[config.mk]
export PLATFORM = sky130hd
export DESIGN_NAME = branch_target_address_gen
export DESIGN_NICKNAME = d
export VERILOG_FILES = /design/src/verilog/branch_target_pkg.sv /design/src/verilog/branch_target_address_gen.sv /design/src/verilog/rel_target_adder.sv
export SDC_FILE = /design/constraint.sdc
export NUM_CORES = 1
export LEC_CHECK = 0
export BUFFER_PORTS_ARGS = -buffer_cell sky130_fd_sc_hd__buf_2
export CAP_MARGIN = 20
export CORE_MARGIN = 2
export CORE_UTILIZATION = 59
export CTS_BUF_LIST = sky130_fd_sc_hd__clkbuf_4 sky130_fd_sc_hd__clkbuf_8
export DETAILED_ROUTE_END_ITERATION = 10
export HOLD_SLACK_MARGIN = 0.03
export PLACE_DENSITY = 0.89
export SETUP_SLACK_MARGIN = 0.5
export SYNTH_ARGS = -nofsm -noshare
export SYNTH_HDL_FRONTEND = slang
export SYNTH_SLANG_ARGS = --single-unit
[constraint.sdc]
create_clock -name i_sys_clk -period 4.3 [get_ports i_sys_clk]
set_input_delay 0.645 -clock i_sys_clk [delete_from_list [all_inputs] [get_ports i_sys_clk]]
set_output_delay 0.645 -clock i_sys_clk [all_outputs]
set_load 0.005 [all_outputs]
[src/verilog/branch_target_pkg.sv]
package branch_target_pkg;

    // ********************************************************************
    // widths
    // ********************************************************************
    localparam int ADDR_W = 16;
    localparam int DISP_W = 8;
    localparam int INDEX_W = 5;

    // ********************************************************************
    // reset values and fixed addresses
    // ********************************************************************
    localparam logic [15:0] PC_RESET = 16'h0000;
    localparam logic [15:0] TABLE_BASE = 16'h0040;
    localparam logic [15:0] TABLE_LAST = 16'h007f;
    localparam logic [15:0] ONE = 16'h0001;

    // ********************************************************************
    // opcode field positions for the table call index
    // ********************************************************************
    localparam int INDEX_LSB = 1;
    localparam int INDEX_MSB = 5;

    // ********************************************************************
    // branch kinds
    // ********************************************************************
    typedef enum logic [2:0] {
        KIND_SEQ = 3'b000,
        KIND_REL = 3'b001,
        KIND_ABS = 3'b010,
        KIND_TABLE = 3'b011,
        KIND_REG = 3'b100
    } branch_kind_e;

    // ********************************************************************
    // sequencer states
    // ********************************************************************
    typedef enum logic [3:0] {
        ST_IDLE = 4'b0001,
        ST_TAB_LO = 4'b0010,
        ST_TAB_HI = 4'b0100,
        ST_TAB_LOAD = 4'b1000
    } seq_state_e;

endpackage : branch_target_pkg

[src/verilog/branch_target_address_gen.sv]
`timescale 1ns/100ps

// Overview of operation
// - sequential flow adds one per fetched byte
// - relative target is next start plus displacement
// - displacement is signed, bit 7 sign
// - sign extend displacement to address width
// - relative form for jump and conditional branches
// - direct call or jump loads 16-bit immediate
// - table call index from opcode bits 1-5
// - table entries live in 40H to 7FH
// - register jump loads accumulator pair
module branch_target_address_gen #(
    parameter int ADDR_W = branch_target_pkg::ADDR_W,
    parameter int DISP_W = branch_target_pkg::DISP_W
) (
    input wire logic i_sys_clk, // core clock
    input wire logic i_rst_n, // sync reset, active low
    input wire logic i_byte_fetched, // one byte fetched
    input wire logic i_branch_valid, // branch request pulse
    input wire logic [2:0] i_branch_kind, // branch_kind_e code
    input wire logic i_branch_taken, // condition satisfied
    input wire logic [DISP_W-1:0] i_relative_displacement, // signed disp
    input wire logic [ADDR_W-1:0] i_absolute_target, // 16-bit immediate
    input wire logic [7:0] i_opcode, // table call opcode
    input wire logic [ADDR_W-1:0] i_accumulator_pair, // register pair value
    input wire logic [7:0] i_mem_rdata, // program memory byte
    input wire logic i_mem_rvalid, // read data valid
    output logic [ADDR_W-1:0] o_pc, // program counter
    output logic o_table_rd, // table read request
    output logic [ADDR_W-1:0] o_table_addr, // table read address
    output logic o_busy // table call in flight
);

    // ********************************************************************
    // state
    // ********************************************************************
    branch_target_pkg::seq_state_e state;
    branch_target_pkg::seq_state_e next_state;
    logic [ADDR_W-1:0] entry_addr;
    // the two halves of a table entry as they arrive
    logic [7:0] entry_lo;
    logic [7:0] entry_hi;
    logic [ADDR_W-1:0] rel_target;
    logic [ADDR_W-1:0] next_pc;
    logic [branch_target_pkg::INDEX_W-1:0] table_index_field;
    logic rel_branch;
    logic table_req;
    logic abs_req;
    logic reg_req;

    // ********************************************************************
    // relative destination
    // ********************************************************************
    // o_pc already points past the branch, i.e. at the following instruction
    // so valid must come only after the last branch byte has been counted,
    // or the sum starts from inside the branch itself
    rel_target_adder #(
        .ADDR_W(ADDR_W),
        .DISP_W(DISP_W)
    ) u_rel_adder (
        .i_next_start(o_pc),
        .i_disp(i_relative_displacement),
        .o_target(rel_target)
    );

    // ********************************************************************
    // table entry address
    // ********************************************************************
    // five opcode bits pick one of 32 two-byte entries
    assign table_index_field = i_opcode[branch_target_pkg::INDEX_MSB:
        branch_target_pkg::INDEX_LSB];
    // doubling a 5-bit field keeps the entry inside 40H..7FH
    assign entry_addr = branch_target_pkg::TABLE_BASE
        + {{(ADDR_W-branch_target_pkg::INDEX_W-1){1'b0}},
           table_index_field, 1'b0};

    // ********************************************************************
    // request decode
    // ********************************************************************
    // unconditional relative jump counts as taken by the decoder
    assign rel_branch = i_branch_valid && i_branch_taken
        && (i_branch_kind == 3'(branch_target_pkg::KIND_REL));
    // only the table call needs more than one cycle
    assign table_req = i_branch_valid
        && (i_branch_kind == 3'(branch_target_pkg::KIND_TABLE));
    assign abs_req = i_branch_valid
        && (i_branch_kind == 3'(branch_target_pkg::KIND_ABS));
    assign reg_req = i_branch_valid
        && (i_branch_kind == 3'(branch_target_pkg::KIND_REG));

    // ********************************************************************
    // sequencer for the two-byte table read
    // ********************************************************************
    // no time-out: a memory that never answers keeps the core stalled,
    // which is cheaper than a recovery path nobody could use
    always_comb begin
        next_state = state;
        case (state)
            branch_target_pkg::ST_IDLE: begin
                if (table_req) begin
                    next_state = branch_target_pkg::ST_TAB_LO;
                end
            end
            branch_target_pkg::ST_TAB_LO: begin
                if (i_mem_rvalid) begin
                    next_state = branch_target_pkg::ST_TAB_HI;
                end
            end
            branch_target_pkg::ST_TAB_HI: begin
                if (i_mem_rvalid) begin
                    next_state = branch_target_pkg::ST_TAB_LOAD;
                end
            end
            branch_target_pkg::ST_TAB_LOAD: begin
                next_state = branch_target_pkg::ST_IDLE;
            end
            default: begin
                next_state = branch_target_pkg::ST_IDLE;
            end
        endcase
    end

    always_ff @(posedge i_sys_clk) begin
        if (!i_rst_n) begin
            state <= branch_target_pkg::ST_IDLE;
        end else begin
            state <= next_state;
        end
    end

    // ********************************************************************
    // table read port
    // ********************************************************************
    // rd stands until the byte it asks for has been handed over
    always_ff @(posedge i_sys_clk) begin
        if (!i_rst_n) begin
            o_table_rd <= 1'b0;
            o_table_addr <= branch_target_pkg::PC_RESET;
        end else begin
            case (next_state)
                branch_target_pkg::ST_TAB_LO: begin
                    o_table_rd <= 1'b1;
                    if (state == branch_target_pkg::ST_IDLE) begin
                        o_table_addr <= entry_addr;
                    end
                end
                branch_target_pkg::ST_TAB_HI: begin
                    o_table_rd <= 1'b1;
                    if (state == branch_target_pkg::ST_TAB_LO) begin
                        // odd address holds the high byte
                        o_table_addr <= o_table_addr
                            + branch_target_pkg::ONE;
                    end
                end
                default: begin
                    o_table_rd <= 1'b0;
                end
            endcase
        end
    end

    // each byte has its own register so a stalled high byte read cannot
    // disturb a low byte already taken
    always_ff @(posedge i_sys_clk) begin
        if (!i_rst_n) begin
            entry_lo <= 8'h00;
        end else if ((state == branch_target_pkg::ST_TAB_LO)
                && i_mem_rvalid) begin
            entry_lo <= i_mem_rdata;
        end
    end

    always_ff @(posedge i_sys_clk) begin
        if (!i_rst_n) begin
            entry_hi <= 8'h00;
        end else if ((state == branch_target_pkg::ST_TAB_HI)
                && i_mem_rvalid) begin
            entry_hi <= i_mem_rdata;
        end
    end

    always_ff @(posedge i_sys_clk) begin
        if (!i_rst_n) begin
            o_busy <= 1'b0;
        end else begin
            // from next_state so busy rises on the edge that takes the call
            o_busy <= (next_state != branch_target_pkg::ST_IDLE);
        end
    end

    // ********************************************************************
    // program counter
    // ********************************************************************
    // a taken relative, direct or register branch outranks a fetch in the same cycle;
    // fetches during a table call are ignored since the fetch path is stalled by o_busy
    always_comb begin
        next_pc = o_pc;
        if (state == branch_target_pkg::ST_TAB_LOAD) begin
            next_pc = {entry_hi, entry_lo};
        end else if (state != branch_target_pkg::ST_IDLE) begin
            next_pc = o_pc;
        end else if (rel_branch) begin
            next_pc = rel_target;
        end else if (abs_req) begin
            next_pc = i_absolute_target;
        end else if (reg_req) begin
            next_pc = i_accumulator_pair;
        end else if (i_byte_fetched) begin
            next_pc = o_pc + branch_target_pkg::ONE;
        end
    end

    always_ff @(posedge i_sys_clk) begin
        if (!i_rst_n) begin
            o_pc <= branch_target_pkg::PC_RESET;
        end else begin
            o_pc <= next_pc;
        end
    end

endmodule : branch_target_address_gen

[src/verilog/rel_target_adder.sv]
`timescale 1ns/100ps

// sign extension and wrap-around addition for relative branches
module rel_target_adder #(
    parameter int ADDR_W = 16,
    parameter int DISP_W = 8
) (
    input wire logic [ADDR_W-1:0] i_next_start, // start of following instr
    input wire logic [DISP_W-1:0] i_disp, // signed displacement
    output logic [ADDR_W-1:0] o_target // branch destination
);

    logic [ADDR_W-1:0] disp_wide;

    // upper bits copy the sign bit: zeros when clear, ones when set
    assign disp_wide = {{(ADDR_W-DISP_W){i_disp[DISP_W-1]}},
        i_disp};
    // carry or borrow past the top bit is dropped by the target width
    assign o_target = i_next_start + disp_wide;

endmodule : rel_target_adder
Word-level counts from Yosys, hierarchy flattened:

Cells that the tools add are included.

* register bits after elaboration: 54
* bits of input ports: 65
* output and inout bits: 34
* word-level logic and storage cells: 52

* add/subtract/negate cells: 4
* equal/unequal tests: 15
* muxes and demuxes: 14
* reduce and logical (&&, ||, !) cells: 12

Operators by type and width (number)
* $mux 16: 8
* $add 16x1->16 const B: 2
* $pmux 16 s2: 1
* $add 16x16->16: 1
* $mux 4: 3
* $pmux 4 s3: 1
* $add 7x6->8 const A: 1
* $eq 4x2->1 const B: 2
* $eq 4x3->1 const B: 2
* $ne 4x1->1 const B: 2
* $logic_and 1x1->1: 7
* $eq 3x2->1 const B: 2
* $ne 2x2->1 const B: 3
* $reduce_bool 5->1: 1
* $eq 4x1->1 const B: 1
* $eq 4x4->1 const B: 1
* $eq 3x1->1 const B: 1
* $eq 3x3->1 const B: 1
* $reduce_and 3->1: 1
* $reduce_and 2->1: 1
* $reduce_bool 2->1: 1
* $reduce_or 2->1: 1
* $mux 1: 1

Logic depth before layout (Yosys ltp):

* depth after elaboration: 7
* depth in mapped cells: 8
* depth with buffers taken out: 8

Hierarchy:

From an unflattened synthesis, not the netlist that was laid out.

* cell total of the unflattened synthesis: 496
* area total of the unflattened synthesis: 3983.8 um2

Modules (own cells, without submodules)
* branch_target_address_gen: instances 1, cells each 392, area each 3178.0 um2, seq. area each 1081.0 um2
* rel_target_adder: instances 1, cells each 104, area each 805.8 um2, seq. area each 0.0 um2

Least setup slack after synthesis:

OpenSTA, ideal clock, no wires.

* path kind: input-to-reg
* start point: input port i_relative_displacement[0]
* end point: register o_pc[14]
* arrival time: 2.450 ns
* data required time: 4.184 ns
* setup slack: 1.734 ns
* cell stages on the path: 8
* buffers on the path: 0
* cell sequence: ha_1 fa_1 a211oi_1 o21ai_0 a21oi_1 o311ai_0 xor2_1 a31o_2

* word-level cells in the longest chain between the ends: 4

Ends and longest elaborated chain
* start, declared: RTL line branch_target_address_gen.sv:23 `input wire logic [DISP_W-1:0] i_relative_displacement,`
* $add 16x16->16: RTL line rel_target_adder.sv:19 `assign o_target = i_next_start + disp_wide;`
* $mux 16: RTL line branch_target_address_gen.sv:203 `end else if (rel_branch) begin`
* $mux 16: RTL line branch_target_address_gen.sv:201 `end else if (state != branch_target_pkg::ST_IDLE) begin`
* $mux 16: RTL line branch_target_address_gen.sv:199 `if (state == branch_target_pkg::ST_TAB_LOAD) begin`
* end signal, assigned: RTL line branch_target_address_gen.sv:216 `o_pc <= branch_target_pkg::PC_RESET;`
* end signal, assigned: RTL line branch_target_address_gen.sv:218 `o_pc <= next_pc;`
* end, declared: RTL line branch_target_address_gen.sv:29 `output logic [ADDR_W-1:0] o_pc,`

No other way between the ends. The select of a mux whose other input is x is not followed.
A chain may end at the register's enable or synchronous reset.

Worst setup path in the final report:

* start point: register state[0]
* end point: register o_pc[8]

* word-level cells in the longest chain between the ends: 3
* elaborated cells on any way between the ends: 6
* those cells by class: 3 x eq/ne; 1 x mux; 2 x reduce/logical

Ends and longest elaborated chain
* start, declared: RTL line branch_target_address_gen.sv:38 `branch_target_pkg::seq_state_e state;`
* start signal, assigned: RTL line branch_target_address_gen.sv:126 `state <= branch_target_pkg::ST_IDLE;`
* start signal, assigned: RTL line branch_target_address_gen.sv:128 `state <= next_state;`
* $eq 4x4->1 or $ne 4x1->1 (tied branches): RTL line branch_target_address_gen.sv:199, branch_target_address_gen.sv:201
* $reduce_bool 5->1 (no line) or $ne 2x2->1 (tied branches)
* $reduce_and 2->1 (no line)

Parallel ways exist; a longest one is shown, timed or not.

==> impl_metrics.tcl <==
set metrics [dict create \
    fin_tns_setup_ps 0 \
    dr_total_vias 4017 \
    drtPass1Iterations 5 \
    multi_input_area_um2 2535 \
    place_hpwl_um 7630 \
    final_common_cell "buf_2" \
    grt_max_degree 31 \
    fin_area_um2 4345 \
    final_layout_size_suffix_gt1_share_pct 19.82 \
    gp_congestion 1.017 \
    wl_per_cell_um 16.08 \
    holdCritPathClass "reg -> reg" \
    cp_max_fo 11 \
    grt_pass1_wl_um 17130 \
    hold_viol 0 \
    rsz0062_at_grt "no" \
    ys_warn_count 0 \
    path_clk_slew_ps 100 \
    setup.worst_path.class "reg -> reg" \
    postCtsSetupBuffers 0 \
    met2_usage_pct 45.67 \
    syn_nets 564 \
    clock-sinks 54 \
    finalCritPeriodShare_pct 64.88 \
    worstSkewPairLatency_ps 310 \
    io_buffer_count 95 \
    tritoncts "yes" \
    outcome "completed" \
    cts_root_buffer "clkbuf_8" \
    start_util_pct 60.28 \
    viasPerCell 6.306 \
    diodes 0 \
    grt-ovfl-total 0 \
    place_area_um2 4263 \
    totalWireLength_um 10250 \
    core-area_um2 6277 \
    end_kind "flip-flop" \
    ys_ff_latch 54 \
    maxCapViolCount 0 \
    ys_async_sr_fraction_pct 0 \
    ys.flop_type "dfxtp_1" \
    ys_seq_area_share_pct 28.57 \
    period_minus_slack_ps 2790 \
    synth-edff-count 0 \
    final_antenna_net_count 0 \
    postSynthCellCount 481 \
    vdd_drop_max_v 0.0001737 \
    io_pins 99 \
    drc 0 \
    use_met3_pct 4.550 \
    use_met1_pct 40.38 \
    fin_skew_ps 5.281 \
    final_cell_mix "95 x buf_2, 60 x nor2_1, 54 x dfxtp_1" \
    grt_antenna_before_repair 0 \
    clk_path_buf_depth 2 \
    cts_hold_buf 0 \
    drv_slew 0 \
    grt_pass1_vias 3650 \
    tightest_slew_ps 1026 \
    finalSetupViolations 0 \
    required_ps 4450 \
    drtIter0Drc 331 \
    p_leak_nw 1.919 \
    dieWidth_um 84.08 \
    relSlewSlack_pct 30.97 \
    cts-resized-gates 0 \
    cp.arrival_ps 2940 \
    die_area_um2 7069 \
    numCtsBuffers 5 \
    syn-cell-area_um2 3784 \
    busiest_layer "met2" \
    power-per-cell-area_nw_per_um2 270.8 \
    grt_usage_pct 29.26 \
    ff_latch_area_um2 1081 \
    htree_levels 2 \
    final.fill_count 506 \
    syn2layout_area_growth_pct 14.85 \
    die_y_um 84.08 \
    synthDistinctLibCells 60 \
    nets 643 \
    syn_avg_cell_area_um2 7.866 \
    rows 29 \
    cp-start-kind "flip-flop" \
    fmax_mhz 358.5 \
]
## cell families after synthesis
group	share of synthesized area, %
mux	5.556
flops	28.57
fa+ha+maj	6.151
simple gates	23.88
compound gates	24.01
buf+inv	4.431
xor+xnor	7.407
## synth_stat cells (2+ instances only)
master     count  share of area (%)
buf_2          4               0.53
clkbuf_1      18                1.8
a2111oi_0      2               0.46
nand4_1        5               0.83
nor3b_1        3               0.60
and2_1         4               0.66
nor3_1        22                2.9
and3_1         6               0.99
nand3b_1       2               0.40
nand4b_1       2               0.46
a31oi_1        3               0.50
or4b_1         2               0.53
a21o_1         5               0.99
or3_1          8                1.3
o211a_1        2               0.53
o22ai_1        4               0.66
o221ai_1       7                1.6
dfxtp_1       54                 29
xor2_1         3               0.69
nand3_1       14                1.9
nor2b_1        5               0.83
o31ai_1        2               0.40
o211ai_1       3               0.60
and2b_1        2               0.40
nor2_1        60                6.0
nand2_1       27                2.7
inv_1         16                1.6
nand2b_1       3               0.50
o21ai_0       33                4.4
a22o_1         3               0.69
ha_1          17                5.6
a211oi_1      34                6.7
nor4_1         7                1.2
mux2i_1       21                5.6
a21oi_1       25                3.3
xnor2_1       29                6.7
## critical path, cell delays in order (launching register included)
cell and delay [ps]:
dfxtp_1 470, or4b_1 600, nor3_2 550, nand2_1 470
a211oi_1 430, a2111oi_0 120
## area by class of cell
type | count | area share [%]
repair buffers | 97 | 11.29
clock buffers | 5 | 1.584
inverters | 16 | 1.382
well taps | 77 | 2.217
multi-input cells | 386 | 58.34
flip-flops and latches | 54 | 24.88
clock inverters | 2 | 0.3167
## metal layers
layer | vias up | share of wire (%)
met2 | 179 | 47
met5 | - | 0
met4 | 0 | 2.7
met3 | 25 | 6.1
li1 | 1939 | -
met1 | 1874 | 44
## flip-flops by register name, summed over array words and instances (netlist names)
signal / flops
o_table_rd: 1
o_pc: 16
o_table_addr: 16
entry_hi: 8
state: 4
entry_lo: 8
o_busy: 1
## through the flow
step	power, mW	worst slack, ps	utilization (%)	cells	hold WS, ps
2_1_floorplan	0.7882	1734	-	481	443.7
3_3_place_gp	0.8813	1405	67.91	630	473.9
3_5_place_dp	0.8909	1358	67.91	630	485.5
4_1_cts	1.172	1575	69.22	637	504.9
5_1_grt	1.239	1361	69.22	637	539.7
6_report	1.177	1510	69.22	637	500.1
## power breakdown
part	internal (mW)	switching, mW	leakage, nW
Sequential	0.520	0.0350	0.439
Clock	0.113	0.175	0.0444
Combinational	0.154	0.180	1.44
## final timing paths
path,from,end,slack (ps),depth (start not counted)
min,entry_lo[1],o_pc[1],500,2
min reg2reg,entry_lo[1],o_pc[1],500,2
max reg2reg,state[0],o_pc[8],1510,5
max,state[0],o_pc[8],1510,5
No activity file was read; power rests on OpenSTA's default activity.
